### src/pkg/pced_defines.svh
`ifndef PCED_DEFINES_SVH
`define PCED_DEFINES_SVH

// Register byte offsets on the bus.
`define PCED_PORTC_RISE_OFS 12'h000
`define PCED_PORTC_FALL_OFS 12'h004
`define PCED_PORTC_FLAG_OFS 12'h008
`define PCED_PORTE_RISE_OFS 12'h00C
`define PCED_PORTE_FALL_OFS 12'h010
`define PCED_PORTE_FLAG_OFS 12'h014
`define PCED_INTCTL_OFS 12'h018

// Field positions.
`define PCED_PORTE_BIT 3
`define PCED_ANY_FLAG_BIT 0
`define PCED_ANY_IE_BIT 3

// Reset values.
`define PCED_REG_RESET 8'h00

`endif

### src/pkg/pced_pkg.sv
package pced_pkg;

  // Address phase captured from the bus.
  typedef struct packed {
    logic        write;
    logic [11:0] addr;
  } pced_addr_t;

  // Enabled edge hits of both ports in one cycle, after synchronisation.
  typedef struct packed {
    logic [7:0] portc;
    logic       porte;
  } pced_pins_t;

  typedef enum logic [1:0] {
    PCED_IDLE = 2'b01,
    PCED_DATA = 2'b10
  } pced_state_t;

endpackage

### src/pced_edge.sv
`timescale 1ns/1ps
`include "pced_defines.svh"

// Synchronises pins and reports enabled edges as one-cycle pulses.
module pced_edge import pced_pkg::*; #(
  parameter int W = 8
) (
  input wire logic hclk, // System clock.
  input wire logic hresetn, // Asynchronous reset, active low.
  input wire logic [W-1:0] pin, // Raw pin levels from outside.
  input wire logic [W-1:0] rise_en, // Rising edge enables.
  input wire logic [W-1:0] fall_en, // Falling edge enables.
  output logic [W-1:0] hit // Enabled edge seen this cycle.
);

  logic [W-1:0] meta_q;
  logic [W-1:0] sync_q;
  logic [W-1:0] prev_q;

  always_ff @(posedge hclk or negedge hresetn) begin
    if (!hresetn) begin
      meta_q <= '0;
      sync_q <= '0;
      prev_q <= '0;
    end else begin
      meta_q <= pin; // RULE13
      sync_q <= meta_q;
      prev_q <= sync_q;
    end
  end

  // A disabled direction contributes nothing.
  assign hit = (rise_en & sync_q & ~prev_q) | (fall_en & ~sync_q & prev_q); // RULE8

endmodule // pced_edge

### src/pced_top.sv
// Notes on behaviour
// RULE1: Enabled rising edge on port C pin sets flag.
// RULE2: Enabled falling edge on port C pin sets flag.
// RULE3: Port C flag register holds eight flags.
// RULE4: Port E rising edge sets bit three flag.
// RULE5: Port E falling edge sets bit three flag.
// RULE6: Port E rising edge also sets summary flag.
// RULE7: Port E falling edge also sets summary flag.
// RULE8: Disabled edge direction never touches its flag.
// RULE9: Flags stay set until software writes zero.
// RULE10: Port E registers implement only bit three.
// RULE11: All enables and flags reset to zero.
// RULE12: Summary flag bit 0, its enable bit 3.
// RULE13: Pins synchronised; summary is OR of flags.
// RULE14: Hardware set beats simultaneous software clear.
//
// Added by the designer: register access over AHB-Lite and the register offsets.
`timescale 1ns/1ps
`include "pced_defines.svh"

module pced_top import pced_pkg::*; (
  input wire logic hclk, // System clock, 10 MHz.
  input wire logic hresetn, // Asynchronous reset, active low.
  input wire logic hsel, // Slave select.
  input wire logic [11:0] haddr, // Byte address.
  input wire logic [1:0] htrans, // Transfer type.
  input wire logic hwrite, // Write when high.
  input wire logic [2:0] hsize, // Transfer size.
  input wire logic [31:0] hwdata, // Write data.
  input wire logic hready, // Bus ready in.
  output logic [31:0] hrdata, // Read data.
  output logic hreadyout, // Slave ready.
  output logic hresp, // Always OKAY.
  input wire logic [7:0] portc_pin, // Port C pins.
  input wire logic porte_pin, // Port E implemented pin.
  output logic any_change_flag, // Summary change flag.
  output logic any_change_irq_enable // Summary flag enable.
);

  pced_state_t state_q;
  pced_state_t state_d;
  pced_addr_t aph_q;
  pced_pins_t hit_s;
  logic [7:0] portc_rise_enable_q;
  logic [7:0] portc_fall_enable_q;
  logic [7:0] portc_change_flags_q;
  logic [7:0] portc_change_flags_d;
  logic porte_rise_enable_q;
  logic porte_fall_enable_q;
  logic porte_change_flag_q;
  logic porte_change_flag_d;
  logic [7:0] porte_flag_full;
  logic irq_enable_q;
  logic any_flag_q;
  logic any_flag_d;
  logic [7:0] portc_hit;
  logic [0:0] porte_hit;
  logic [31:0] rdata_d;
  logic addr_take;
  logic rd_take;
  logic wr_en;
  logic [7:0] wbyte;
  logic wr_portc_rise;
  logic wr_portc_fall;
  logic wr_portc_flag;
  logic wr_porte_rise;
  logic wr_porte_fall;
  logic wr_porte_flag;
  logic wr_intctl;

  // Flags: set by hits, a written 0 clears, a written 1 changes nothing.
  // The hit is merged last, so an edge that lands in the same cycle as a
  // clearing write still leaves its flag set and no event is lost.
  function automatic logic [7:0] flag_next(input logic [7:0] cur, input logic [7:0] hit,
                                           input logic wr, input logic [7:0] wd);
    logic [7:0] kept;
    kept = wr ? (cur & wd) : cur; // RULE9
    return kept | hit; // RULE14
  endfunction

  // Places an eight-bit register image in the low byte of a bus word.
  function automatic logic [31:0] widen(input logic [7:0] v);
    return {24'h000000, v};
  endfunction

  // Places the single implemented port E bit at its place in the byte.
  // The other seven bits are not stored at all, so they can only read 0.
  function automatic logic [7:0] porte_byte(input logic b);
    return {4'h0, b, 3'h0}; // RULE10
  endfunction

  // True when a captured address selects the register at the given offset.
  function automatic logic reg_hit(input logic [11:0] addr, input logic [11:0] ofs);
    return addr == ofs;
  endfunction

  pced_edge #(.W(8)) u_portc (
    .hclk(hclk),
    .hresetn(hresetn),
    .pin(portc_pin),
    .rise_en(portc_rise_enable_q),
    .fall_en(portc_fall_enable_q),
    .hit(portc_hit)
  );

  pced_edge #(.W(1)) u_porte (
    .hclk(hclk),
    .hresetn(hresetn),
    .pin(porte_pin),
    .rise_en(porte_rise_enable_q),
    .fall_en(porte_fall_enable_q),
    .hit(porte_hit)
  );

  // Both ports' enabled edges of this cycle, carried together.
  assign hit_s = '{portc: portc_hit, porte: porte_hit[0]};

  // An address phase is taken only while the bus is ready. The transfer size
  // is not looked at, because every register is one byte wide, in the low byte of its word.
  assign addr_take = hsel && hready && htrans[1];
  assign rd_take = addr_take && !hwrite;

  // Writes complete in the data phase; the slave never stretches.
  assign wr_en = (state_q == PCED_DATA) && aph_q.write;
  assign wbyte = hwdata[7:0];

  // One strobe per register; an unmapped address raises none of them.
  assign wr_portc_rise = wr_en && reg_hit(aph_q.addr, `PCED_PORTC_RISE_OFS);
  assign wr_portc_fall = wr_en && reg_hit(aph_q.addr, `PCED_PORTC_FALL_OFS);
  assign wr_portc_flag = wr_en && reg_hit(aph_q.addr, `PCED_PORTC_FLAG_OFS);
  assign wr_porte_rise = wr_en && reg_hit(aph_q.addr, `PCED_PORTE_RISE_OFS);
  assign wr_porte_fall = wr_en && reg_hit(aph_q.addr, `PCED_PORTE_FALL_OFS);
  assign wr_porte_flag = wr_en && reg_hit(aph_q.addr, `PCED_PORTE_FLAG_OFS);
  assign wr_intctl = wr_en && reg_hit(aph_q.addr, `PCED_INTCTL_OFS);

  // Bus phase tracking. Back-to-back transfers stay in the data state.
  always_comb begin
    state_d = state_q;
    case (state_q)
      PCED_IDLE: begin
        if (addr_take) begin
          state_d = PCED_DATA;
        end
      end
      PCED_DATA: begin
        if (!addr_take) begin
          state_d = PCED_IDLE;
        end
      end
      default: begin
        state_d = PCED_IDLE;
      end
    endcase
  end

  always_ff @(posedge hclk or negedge hresetn) begin
    if (!hresetn) begin
      state_q <= PCED_IDLE;
    end else begin
      state_q <= state_d;
    end
  end

  // The address phase is held for the data phase that follows it.
  always_ff @(posedge hclk or negedge hresetn) begin
    if (!hresetn) begin
      aph_q <= '0;
    end else if (addr_take) begin
      aph_q <= '{write: hwrite, addr: haddr};
    end
  end

  always_ff @(posedge hclk or negedge hresetn) begin
    if (!hresetn) begin
      portc_rise_enable_q <= `PCED_REG_RESET; // RULE11
    end else if (wr_portc_rise) begin
      portc_rise_enable_q <= wbyte;
    end
  end

  always_ff @(posedge hclk or negedge hresetn) begin
    if (!hresetn) begin
      portc_fall_enable_q <= `PCED_REG_RESET; // RULE11
    end else if (wr_portc_fall) begin
      portc_fall_enable_q <= wbyte;
    end
  end

  always_ff @(posedge hclk or negedge hresetn) begin
    if (!hresetn) begin
      porte_rise_enable_q <= 1'h0; // RULE11
    end else if (wr_porte_rise) begin
      porte_rise_enable_q <= wbyte[`PCED_PORTE_BIT]; // RULE10
    end
  end

  always_ff @(posedge hclk or negedge hresetn) begin
    if (!hresetn) begin
      porte_fall_enable_q <= 1'h0; // RULE11
    end else if (wr_porte_fall) begin
      porte_fall_enable_q <= wbyte[`PCED_PORTE_BIT]; // RULE10
    end
  end

  // Only the enable bit is stored; the summary bit of this register is
  // derived from the pin flags, so writes to it are ignored.
  always_ff @(posedge hclk or negedge hresetn) begin
    if (!hresetn) begin
      irq_enable_q <= 1'h0; // RULE11
    end else if (wr_intctl) begin
      irq_enable_q <= wbyte[`PCED_ANY_IE_BIT]; // RULE12
    end
  end

  // Next flag values, shared by the flag registers and by the summary.
  assign portc_change_flags_d = flag_next(portc_change_flags_q, hit_s.portc, // RULE1 RULE2 RULE3
                                          wr_portc_flag, wbyte);
  assign porte_flag_full = flag_next({7'h00, porte_change_flag_q}, // RULE4 RULE5
                                     {7'h00, hit_s.porte}, wr_porte_flag,
                                     {7'h00, wbyte[`PCED_PORTE_BIT]});
  assign porte_change_flag_d = porte_flag_full[0];

  // The summary is the OR of the next per-pin flags, so it rises in the same
  // cycle as the flag that caused it and falls once the last flag is cleared.
  assign any_flag_d = (|portc_change_flags_d) | porte_change_flag_d; // RULE6 RULE7 RULE13

  always_ff @(posedge hclk or negedge hresetn) begin
    if (!hresetn) begin
      portc_change_flags_q <= `PCED_REG_RESET; // RULE11
    end else begin
      portc_change_flags_q <= portc_change_flags_d;
    end
  end

  always_ff @(posedge hclk or negedge hresetn) begin
    if (!hresetn) begin
      porte_change_flag_q <= 1'h0; // RULE11
    end else begin
      porte_change_flag_q <= porte_change_flag_d;
    end
  end

  always_ff @(posedge hclk or negedge hresetn) begin
    if (!hresetn) begin
      any_flag_q <= 1'h0;
    end else begin
      any_flag_q <= any_flag_d; // RULE12
    end
  end

  // Read data is chosen in the address phase and registered, so it stands
  // for exactly the data phase and is zero in every other cycle.
  always_comb begin
    rdata_d = 32'h00000000;
    if (rd_take) begin
      case (haddr)
        `PCED_PORTC_RISE_OFS: rdata_d = widen(portc_rise_enable_q);
        `PCED_PORTC_FALL_OFS: rdata_d = widen(portc_fall_enable_q);
        `PCED_PORTC_FLAG_OFS: rdata_d = widen(portc_change_flags_q);
        `PCED_PORTE_RISE_OFS: rdata_d = widen(porte_byte(porte_rise_enable_q)); // RULE10
        `PCED_PORTE_FALL_OFS: rdata_d = widen(porte_byte(porte_fall_enable_q));
        `PCED_PORTE_FLAG_OFS: rdata_d = widen(porte_byte(porte_change_flag_q));
        `PCED_INTCTL_OFS: rdata_d = widen({4'h0, irq_enable_q, 2'h0, any_flag_q}); // RULE12
        default: rdata_d = 32'h00000000;
      endcase
    end
  end

  always_ff @(posedge hclk or negedge hresetn) begin
    if (!hresetn) begin
      hrdata <= 32'h00000000;
    end else begin
      hrdata <= rdata_d;
    end
  end

  // The slave never inserts wait states and never signals an error.
  always_ff @(posedge hclk or negedge hresetn) begin
    if (!hresetn) begin
      hreadyout <= 1'h1;
      hresp <= 1'h0;
    end else begin
      hreadyout <= 1'h1;
      hresp <= 1'h0;
    end
  end

  // The summary pin lags the register image by one cycle, because every
  // output comes straight from its own flip-flop.
  always_ff @(posedge hclk or negedge hresetn) begin
    if (!hresetn) begin
      any_change_flag <= 1'h0;
    end else begin
      any_change_flag <= any_flag_q;
    end
  end

  always_ff @(posedge hclk or negedge hresetn) begin
    if (!hresetn) begin
      any_change_irq_enable <= 1'h0;
    end else begin
      any_change_irq_enable <= irq_enable_q;
    end
  end

endmodule // pced_top

### config.mk
export PLATFORM = sky130hd
export DESIGN_NAME = pced_top
export DESIGN_NICKNAME = d
export VERILOG_FILES = /design/src/pkg/pced_pkg.sv /design/src/pced_edge.sv /design/src/pced_top.sv
export VERILOG_INCLUDE_DIRS = /design/src /design/src/pkg
export SDC_FILE = /design/constraint.sdc
export NUM_CORES = 1
export LEC_CHECK = 0
export ABC_AREA = 1
export BUFFER_PORTS_ARGS = -buffer_cell sky130_fd_sc_hd__buf_2
export CORE_MARGIN = 5
export CORE_UTILIZATION = 40
export DETAILED_ROUTE_END_ITERATION = 8
export PLACE_DENSITY = 0.68
export SYNTH_ARGS = -nofsm -noshare
export SYNTH_HDL_FRONTEND = slang
export SYNTH_SLANG_ARGS = --single-unit
### constraint.sdc
create_clock -name hclk -period 2.2 [get_ports hclk]
set_clock_uncertainty 0.2 [all_clocks]
set_input_delay 0.33 -clock hclk [delete_from_list [all_inputs] [get_ports hclk]]
set_output_delay 0.33 -clock hclk [all_outputs]
set_load 0.02 [all_outputs]
==> flow_summary_export.csv, run 1 <==
group,metric,value,unit
status,status,"completed",
final_layout,drive_above_1_share,25.7,%
setup_path,worst-path-max-fanout,8,
final_layout,diodes,0,
setup_path,reg2reg_to,"any_flag_q",
hold_path,min_path_type,"in -> reg",
die,row_count,35,
pwr,power_density,728,nW/um^2
clock_tree,clockBufferDepth,2,
timing,setup_viol,0,
die,start_util,40.3,%
yosys,syn_area,3670,sq um
global_route,grt_max_degree,46,
routing,antenna_left,0,
final_layout,fillCellCount,852,
routing,drc,0,
global_route,grt_pass1_wl,12200,microns
global_route,grt_usage,14.0,%
final_layout,final_common_cell,"dfrtp_1",
global_route,grt_pass1_vias,2576,
global_route,grt_overflow_total,0,
setup_path,required,2.23,ns
yosys,ys_seq_area_share,55.3,%
setup_path,crit_type,"reg -> reg",
clock_tree,cts_buffers,9,
final_layout,final_util,46.8,%
pwr,leakage,0.00214,uW
hold_path,hold_path_end,"aph_q[10]",
clock_tree,cts_resized,0,
timing,setup_slack,0.300,ns
pwr,clockPowerShare,39.3,%
setup_path,start_kind,"register",
final_layout,final_nets,506,
routing,drtIter0Drc,98,
setup_path,r2r_start,"aph_q[9]",
timing,tightest_slew,0.597,ns
yosys,yosys_warnings,0,
clock_tree,clkSinkCount,81,
timing,grt_setup_unrepaired,"false",
yosys,postSynthCellCount,380,
pwr,p_sw_share,25.7,%
pwr,power,3100,uW
die,dieArea,11200,sq um
timing,finalHoldViolations,0,
die,io_pins,99,
setup_path,endpoint_kind,"register",
clock_tree,htreeDepth,3,
final_layout,finalNonFillerCells,559,
global_route,antenna_found_initial,0,
job,maxCapViolCount,0,
pwr,peakVddDrop,0.266,mV
routing,drt_first_pass_iters,4,
final_layout,mostFrequentLayoutCells,"dfrtp_1 (80), nand2_1 (66), inv_1 (48)",
clock_tree,cts_tree,"built",
die,core,9110,sq um
clock_tree,root_buffer,"clkbuf_8",
setup_path,ff2ff_path_depth,8,
hold_path,hp-start,"haddr[10]",
yosys,ys_types,33,
routing,wl_per_cell,13.0,microns
yosys,syn_avg_cell_area,9.65,sq um
placement,place_congestion,0.821,
timing,fin_crit_sh,86.4,%
timing,slew_headroom,60.2,%
timing,clock.fmax,526,MHz
timing,layout_min_cycle_time,1.90,ns
placement,place_ws,0.284,ns
placement,hpwl,5250,microns
pwr,p_comb_share,9.1,%
pwr,switching_power,797,uW
pwr,share_seq_of_total_power,51.7,%
clock_tree,post-cts-setup-buffers,0,
routing,wl,7260,microns
placement,dpl.cell_count,533,
yosys,synth_seq_cells,81,
timing,setup-tns-final,0,ns
die,die_y,106,microns
hold_path,whs_path_depth,2,
setup_path,crit_arrival,1.93,ns
routing,via_per_inst,4.65,
pwr,p_int,2310,uW
timing,report.final.slew_viol_count,0,
placement,portBuffers,44,
routing,vias,2597,
final_layout,area_delta_synth_final,16.1,%
clock_tree,clk_pin_slew,0.09,ns
die,dieWidth,106,microns
clock_tree,clkLatencyLatePin,0.36,ns
setup_path,rrSetupSlack,0.30,ns
cells in the mapped netlist:
cell | n | area, sq um
o21ai_1 | 3 | 15.0
a21oi_1 | 10 | 50.1
o22ai_1 | 5 | 31.3
nor3b_1 | 1 | 7.51
xnor2_1 | 1 | 8.76
buf_6 | 3 | 33.8
nand3b_4 | 1 | 20.0
buf_4 | 26 | 195
clkbuf_1 | 2 | 7.51
nor3_2 | 2 | 20.0
nand2_2 | 2 | 12.5
inv_1 | 48 | 180
nand2_4 | 1 | 11.3
nand2_1 | 66 | 248
nor2_1 | 30 | 113
nor2_8 | 1 | 20.0
mux2_2 | 4 | 45.0
a31oi_1 | 3 | 18.8
o21ai_0 | 17 | 85.1
dfstp_2 | 1 | 26.3
conb_1 | 2 | 7.51
nand3_1 | 17 | 85.1
inv_2 | 5 | 18.8
nor3b_2 | 1 | 12.5
nand4_1 | 12 | 75.1
dfrtp_1 | 80 | 2000
nor2_4 | 4 | 45.0
nand3_2 | 1 | 10.0
nor4_1 | 1 | 6.26
nand3_4 | 3 | 52.6
nor3_1 | 3 | 15.0
o21ai_2 | 16 | 140
nor2_2 | 8 | 50.1
metal layers:
layer | global-route usage, % | share of wire (%) | vias up
li1 | - | - | 1296
met1 | 17.5 | 44 | 1222
met2 | 22.4 | 49 | 66
met3 | 3.49 | 5.3 | 13
met4 | 6.94 | 2.0 | 0
met5 | 0 | 0 | -
sequential cells by signal, summed over array words and instances, names as in the netlist:
register,flops
u_porte.prev_q,1
porte_rise_enable_q,1
hrdata,8
u_portc.meta_q,8
state_q,2
portc_change_flags_q,8
any_change_irq_enable,1
any_change_flag,1
porte_change_flag_q,1
portc_rise_enable_q,8
u_porte.sync_q,1
irq_enable_q,1
any_flag_q,1
portc_fall_enable_q,8
u_porte.meta_q,1
u_portc.sync_q,8
u_portc.prev_q,8
aph_q,13
porte_fall_enable_q,1
how the worst max path moves through the flow:
stage	from	to	slack [ns]	cells after the start
after global placement	haddr[0]	hrdata[1]	0.33	10
after floorplan	aph_q[1]	portc_rise_enable_q[7]	0.62	8
after detailed placement	haddr[0]	hrdata[7]	0.28	10
after CTS	aph_q[9]	any_flag_q	0.28	8
after global routing	aph_q[11]	any_flag_q	0.09	8
final	aph_q[9]	any_flag_q	0.30	8
kinds of logic after synthesis:
logic type	after synthesis	share of synthesized area (%)
AND/OR/NAND/NOR	154	21.9
buffers and inverters	84	11.9
flip-flops	81	55.3
AO/OA/AOI/OAI	54	9.28
multiplexers	4	1.23
other	2	0.205
XOR/XNOR	1	0.239
what timing repair did:
item,CTS,global route
endpoints found under the hold margin,51,0
endpoints found under the setup margin,0,0
hold buffers,10,0
power groups by stage:
stage               combinational, uW  sequential [uW]  clock (uW)
finish                            281             1600        1220
global route                      319             1610        1320
CTS                               286             1600        1260
detailed placement                271             1630           0
global placement                  262             1630           0
floorplan                         205             1620           0
worst max-delay path, stage by stage (launching register included):
cell and delay, ns:
dfrtp_1 0.39, nor2_1 0.16, nand2_1 0.17, nor2_4 0.27, nand3_1 0.12, a21oi_1 0.20
nand2_1 0.09, nor2_1 0.09, nand3_1 0.09
metrics by stage:
stage	cell area, sq um	hold slack, ns
after floorplan	3760	-0.166
after global placement	3930	0.132
after detailed placement	3930	0.135
after CTS	4260	0.00534
after global routing	4260	0.0163
final	4260	0.0255
area by class of cell:
class	instances	area (sq um)	area share, %
Tap cell	111	139	3.26
Clock inverter	7	103	2.41
Clock buffer	9	124	2.91
Timing Repair Buffer	59	373	8.75
Multi-Input combinational cell	239	1290	30.4
Sequential cell	81	2030	47.6
Inverter	53	199	4.67
Power figures use the tool's default switching activity.
==> inputs of run 2 (changes only) <==
- CORE_MARGIN: 5 -> unset
==> run 2 against run 1 <==
  * The flow now finishes with violations (DRC)
  * Routed wire length shrank 2.5%
  * Via count grew 2.0%
  * Global-route usage grew 2.2 points
  * Die area shrank 15%
==> flow_summary_export.csv, run 2 (same netlist as run 1, synthesis figures left out) <==
group,metric,value,unit
status,status,"finished with violations",
status,violations,"DRC",
final_layout,area_delta_synth_final,15.9,%
routing,via_per_inst,4.77,
routing,wl,7080,microns
job,maxCapViolCount,0,
die,row_count,34,
clock_tree,root_buffer,"clkbuf_8",
placement,place_congestion,0.788,
routing,antenna_left,0,
setup_path,required,2.23,ns
clock_tree,htreeDepth,3,
clock_tree,post-cts-setup-buffers,0,
final_layout,largest_reg_flops,13,
final_layout,final_common_cell,"dfrtp_1",
final_layout,diodes,0,
die,start_util,41.7,%
die,dieArea,9560,sq um
clock_tree,clockBufferDepth,2,
routing,drtIter0Drc,127,
global_route,grt_overflow_total,0,
final_layout,drive_above_1_share,25.4,%
final_layout,fin_area,4250,sq um
timing,finalHoldViolations,0,
clock_tree,cts_resized,0,
setup_path,crit_type,"reg -> reg",
setup_path,endpoint_kind,"register",
placement,portBuffers,44,
timing,setup-tns-final,0,ns
final_layout,finalNonFillerCells,556,
routing,vias,2650,
timing,grt_setup_unrepaired,"false",
final_layout,final_nets,506,
pwr,peakVddDrop,0.309,mV
setup_path,rrSetupSlack,0.29,ns
routing,wl_per_cell,12.7,microns
die,dieWidth,97.8,microns
final_layout,largest-register,"aph_q",
hold_path,min_path_type,"in -> reg",
clock_tree,cts_tree,"built",
clock_tree,clkLatencyLatePin,0.36,ns
timing,setup_viol,0,
global_route,grt_pass1_vias,2541,
setup_path,start_kind,"register",
global_route,grt_max_degree,56,
placement,hpwl,5110,microns
clock_tree,cts_buffers,9,
setup_path,crit_arrival,1.94,ns
placement,dpl.cell_count,530,
setup_path,worst-path-max-fanout,16,
final_layout,mostFrequentLayoutCells,"dfrtp_1 (80), nand2_1 (66), inv_1 (48)",
pwr,power_density,723,nW/um^2
clock_tree,clk_pin_slew,0.08,ns
timing,fin_crit_sh,86.8,%
pwr,leakage,0.00213,uW
timing,clock.fmax,524,MHz
die,die_y,97.8,microns
timing,layout_min_cycle_time,1.91,ns
global_route,grt_usage,16.1,%
global_route,grt_pass1_wl,12000,microns
clock_tree,clkSinkCount,81,
routing,drc,10,
global_route,antenna_found_initial,0,
die,io_pins,99,
routing,drt_first_pass_iters,7,
die,core,8810,sq um
placement,placed_area,3930,sq um
timing,report.final.slew_viol_count,0,
## run 2: cell types whose count changed in the layout (fill, tap and decap cells not counted), sizes merged
cell	delta
clkbuf	+2
clkinvlp	+2
clkinv	-2
inv	-2
## run 2: path summary, 6_finish.rpt
path	depth (start not counted)	start	end
worst max-delay path	7	aph_q[1]	portc_rise_enable_q[3]
worst min-delay path	2	haddr[10]	aph_q[10]
worst max register to register	7	aph_q[1]	portc_rise_enable_q[3]
worst min register to register	0	u_portc.meta_q[1]	u_portc.sync_q[1]
max in group asynchronous	3	hresetn	state_q[0]
min in group asynchronous	2	hresetn	u_portc.meta_q[6]
## run 2: report_power, final
part / leakage, uW / switching, uW / internal, uW / total, uW
logic: 0.00114 / 185 / 94.4 / 279
registers: 0.000888 / 44.3 / 1560 / 1600
clock network: 0.000106 / 525 / 668 / 1190
## run 2: critical path, stage by stage, from the launching register on
cell and delay, ns:
dfrtp_1 0.40, nor2_2 0.22, inv_1 0.08, nor3_2 0.13, nor3b_2 0.23, nand2_2 0.29, nand2_1 0.18, o21ai_2 0.07
## run 2: routing by layer
layer | track usage, % | share of wire (%)
met1 | 21.5 | 45
met2 | 26.1 | 48
met3 | 3.58 | 5.0
met4 | 5.83 | 1.5
met5 | 0 | 0
## run 2: what timing repair did
action / in CTS / in global routing
hold buffers: 10 / 0
hold endpoints to repair: 35 / 0
endpoints found under the setup margin: 0 / 0
## run 2: area by class of cell
| class | count | area [sq um] |
|---|---|---|
| fillers | 806 | 4550 |
| flip-flops and latches | 81 | 2030 |
| multi-input cells | 239 | 1290 |
| repair buffers | 59 | 373 |
| inverters | 53 | 199 |
| clock buffers | 11 | 141 |
| well taps | 108 | 135 |
| clock inverters | 5 | 80.1 |
## run 2: metrics by stage
stage / setup WS, ns / util (%) / hold slack (ns) / power [uW]
finish: 0.290 / 48.3 / 0.0324 / 3080
global route: 0.0865 / 48.3 / 0.0369 / 3210
CTS: 0.271 / 48.3 / 0.0221 / 3110
detailed placement: 0.290 / 44.6 / 0.0724 / 1900
global placement: 0.358 / 44.6 / 0.0662 / 1890
floorplan: 0.618 / - / -0.166 / 1830
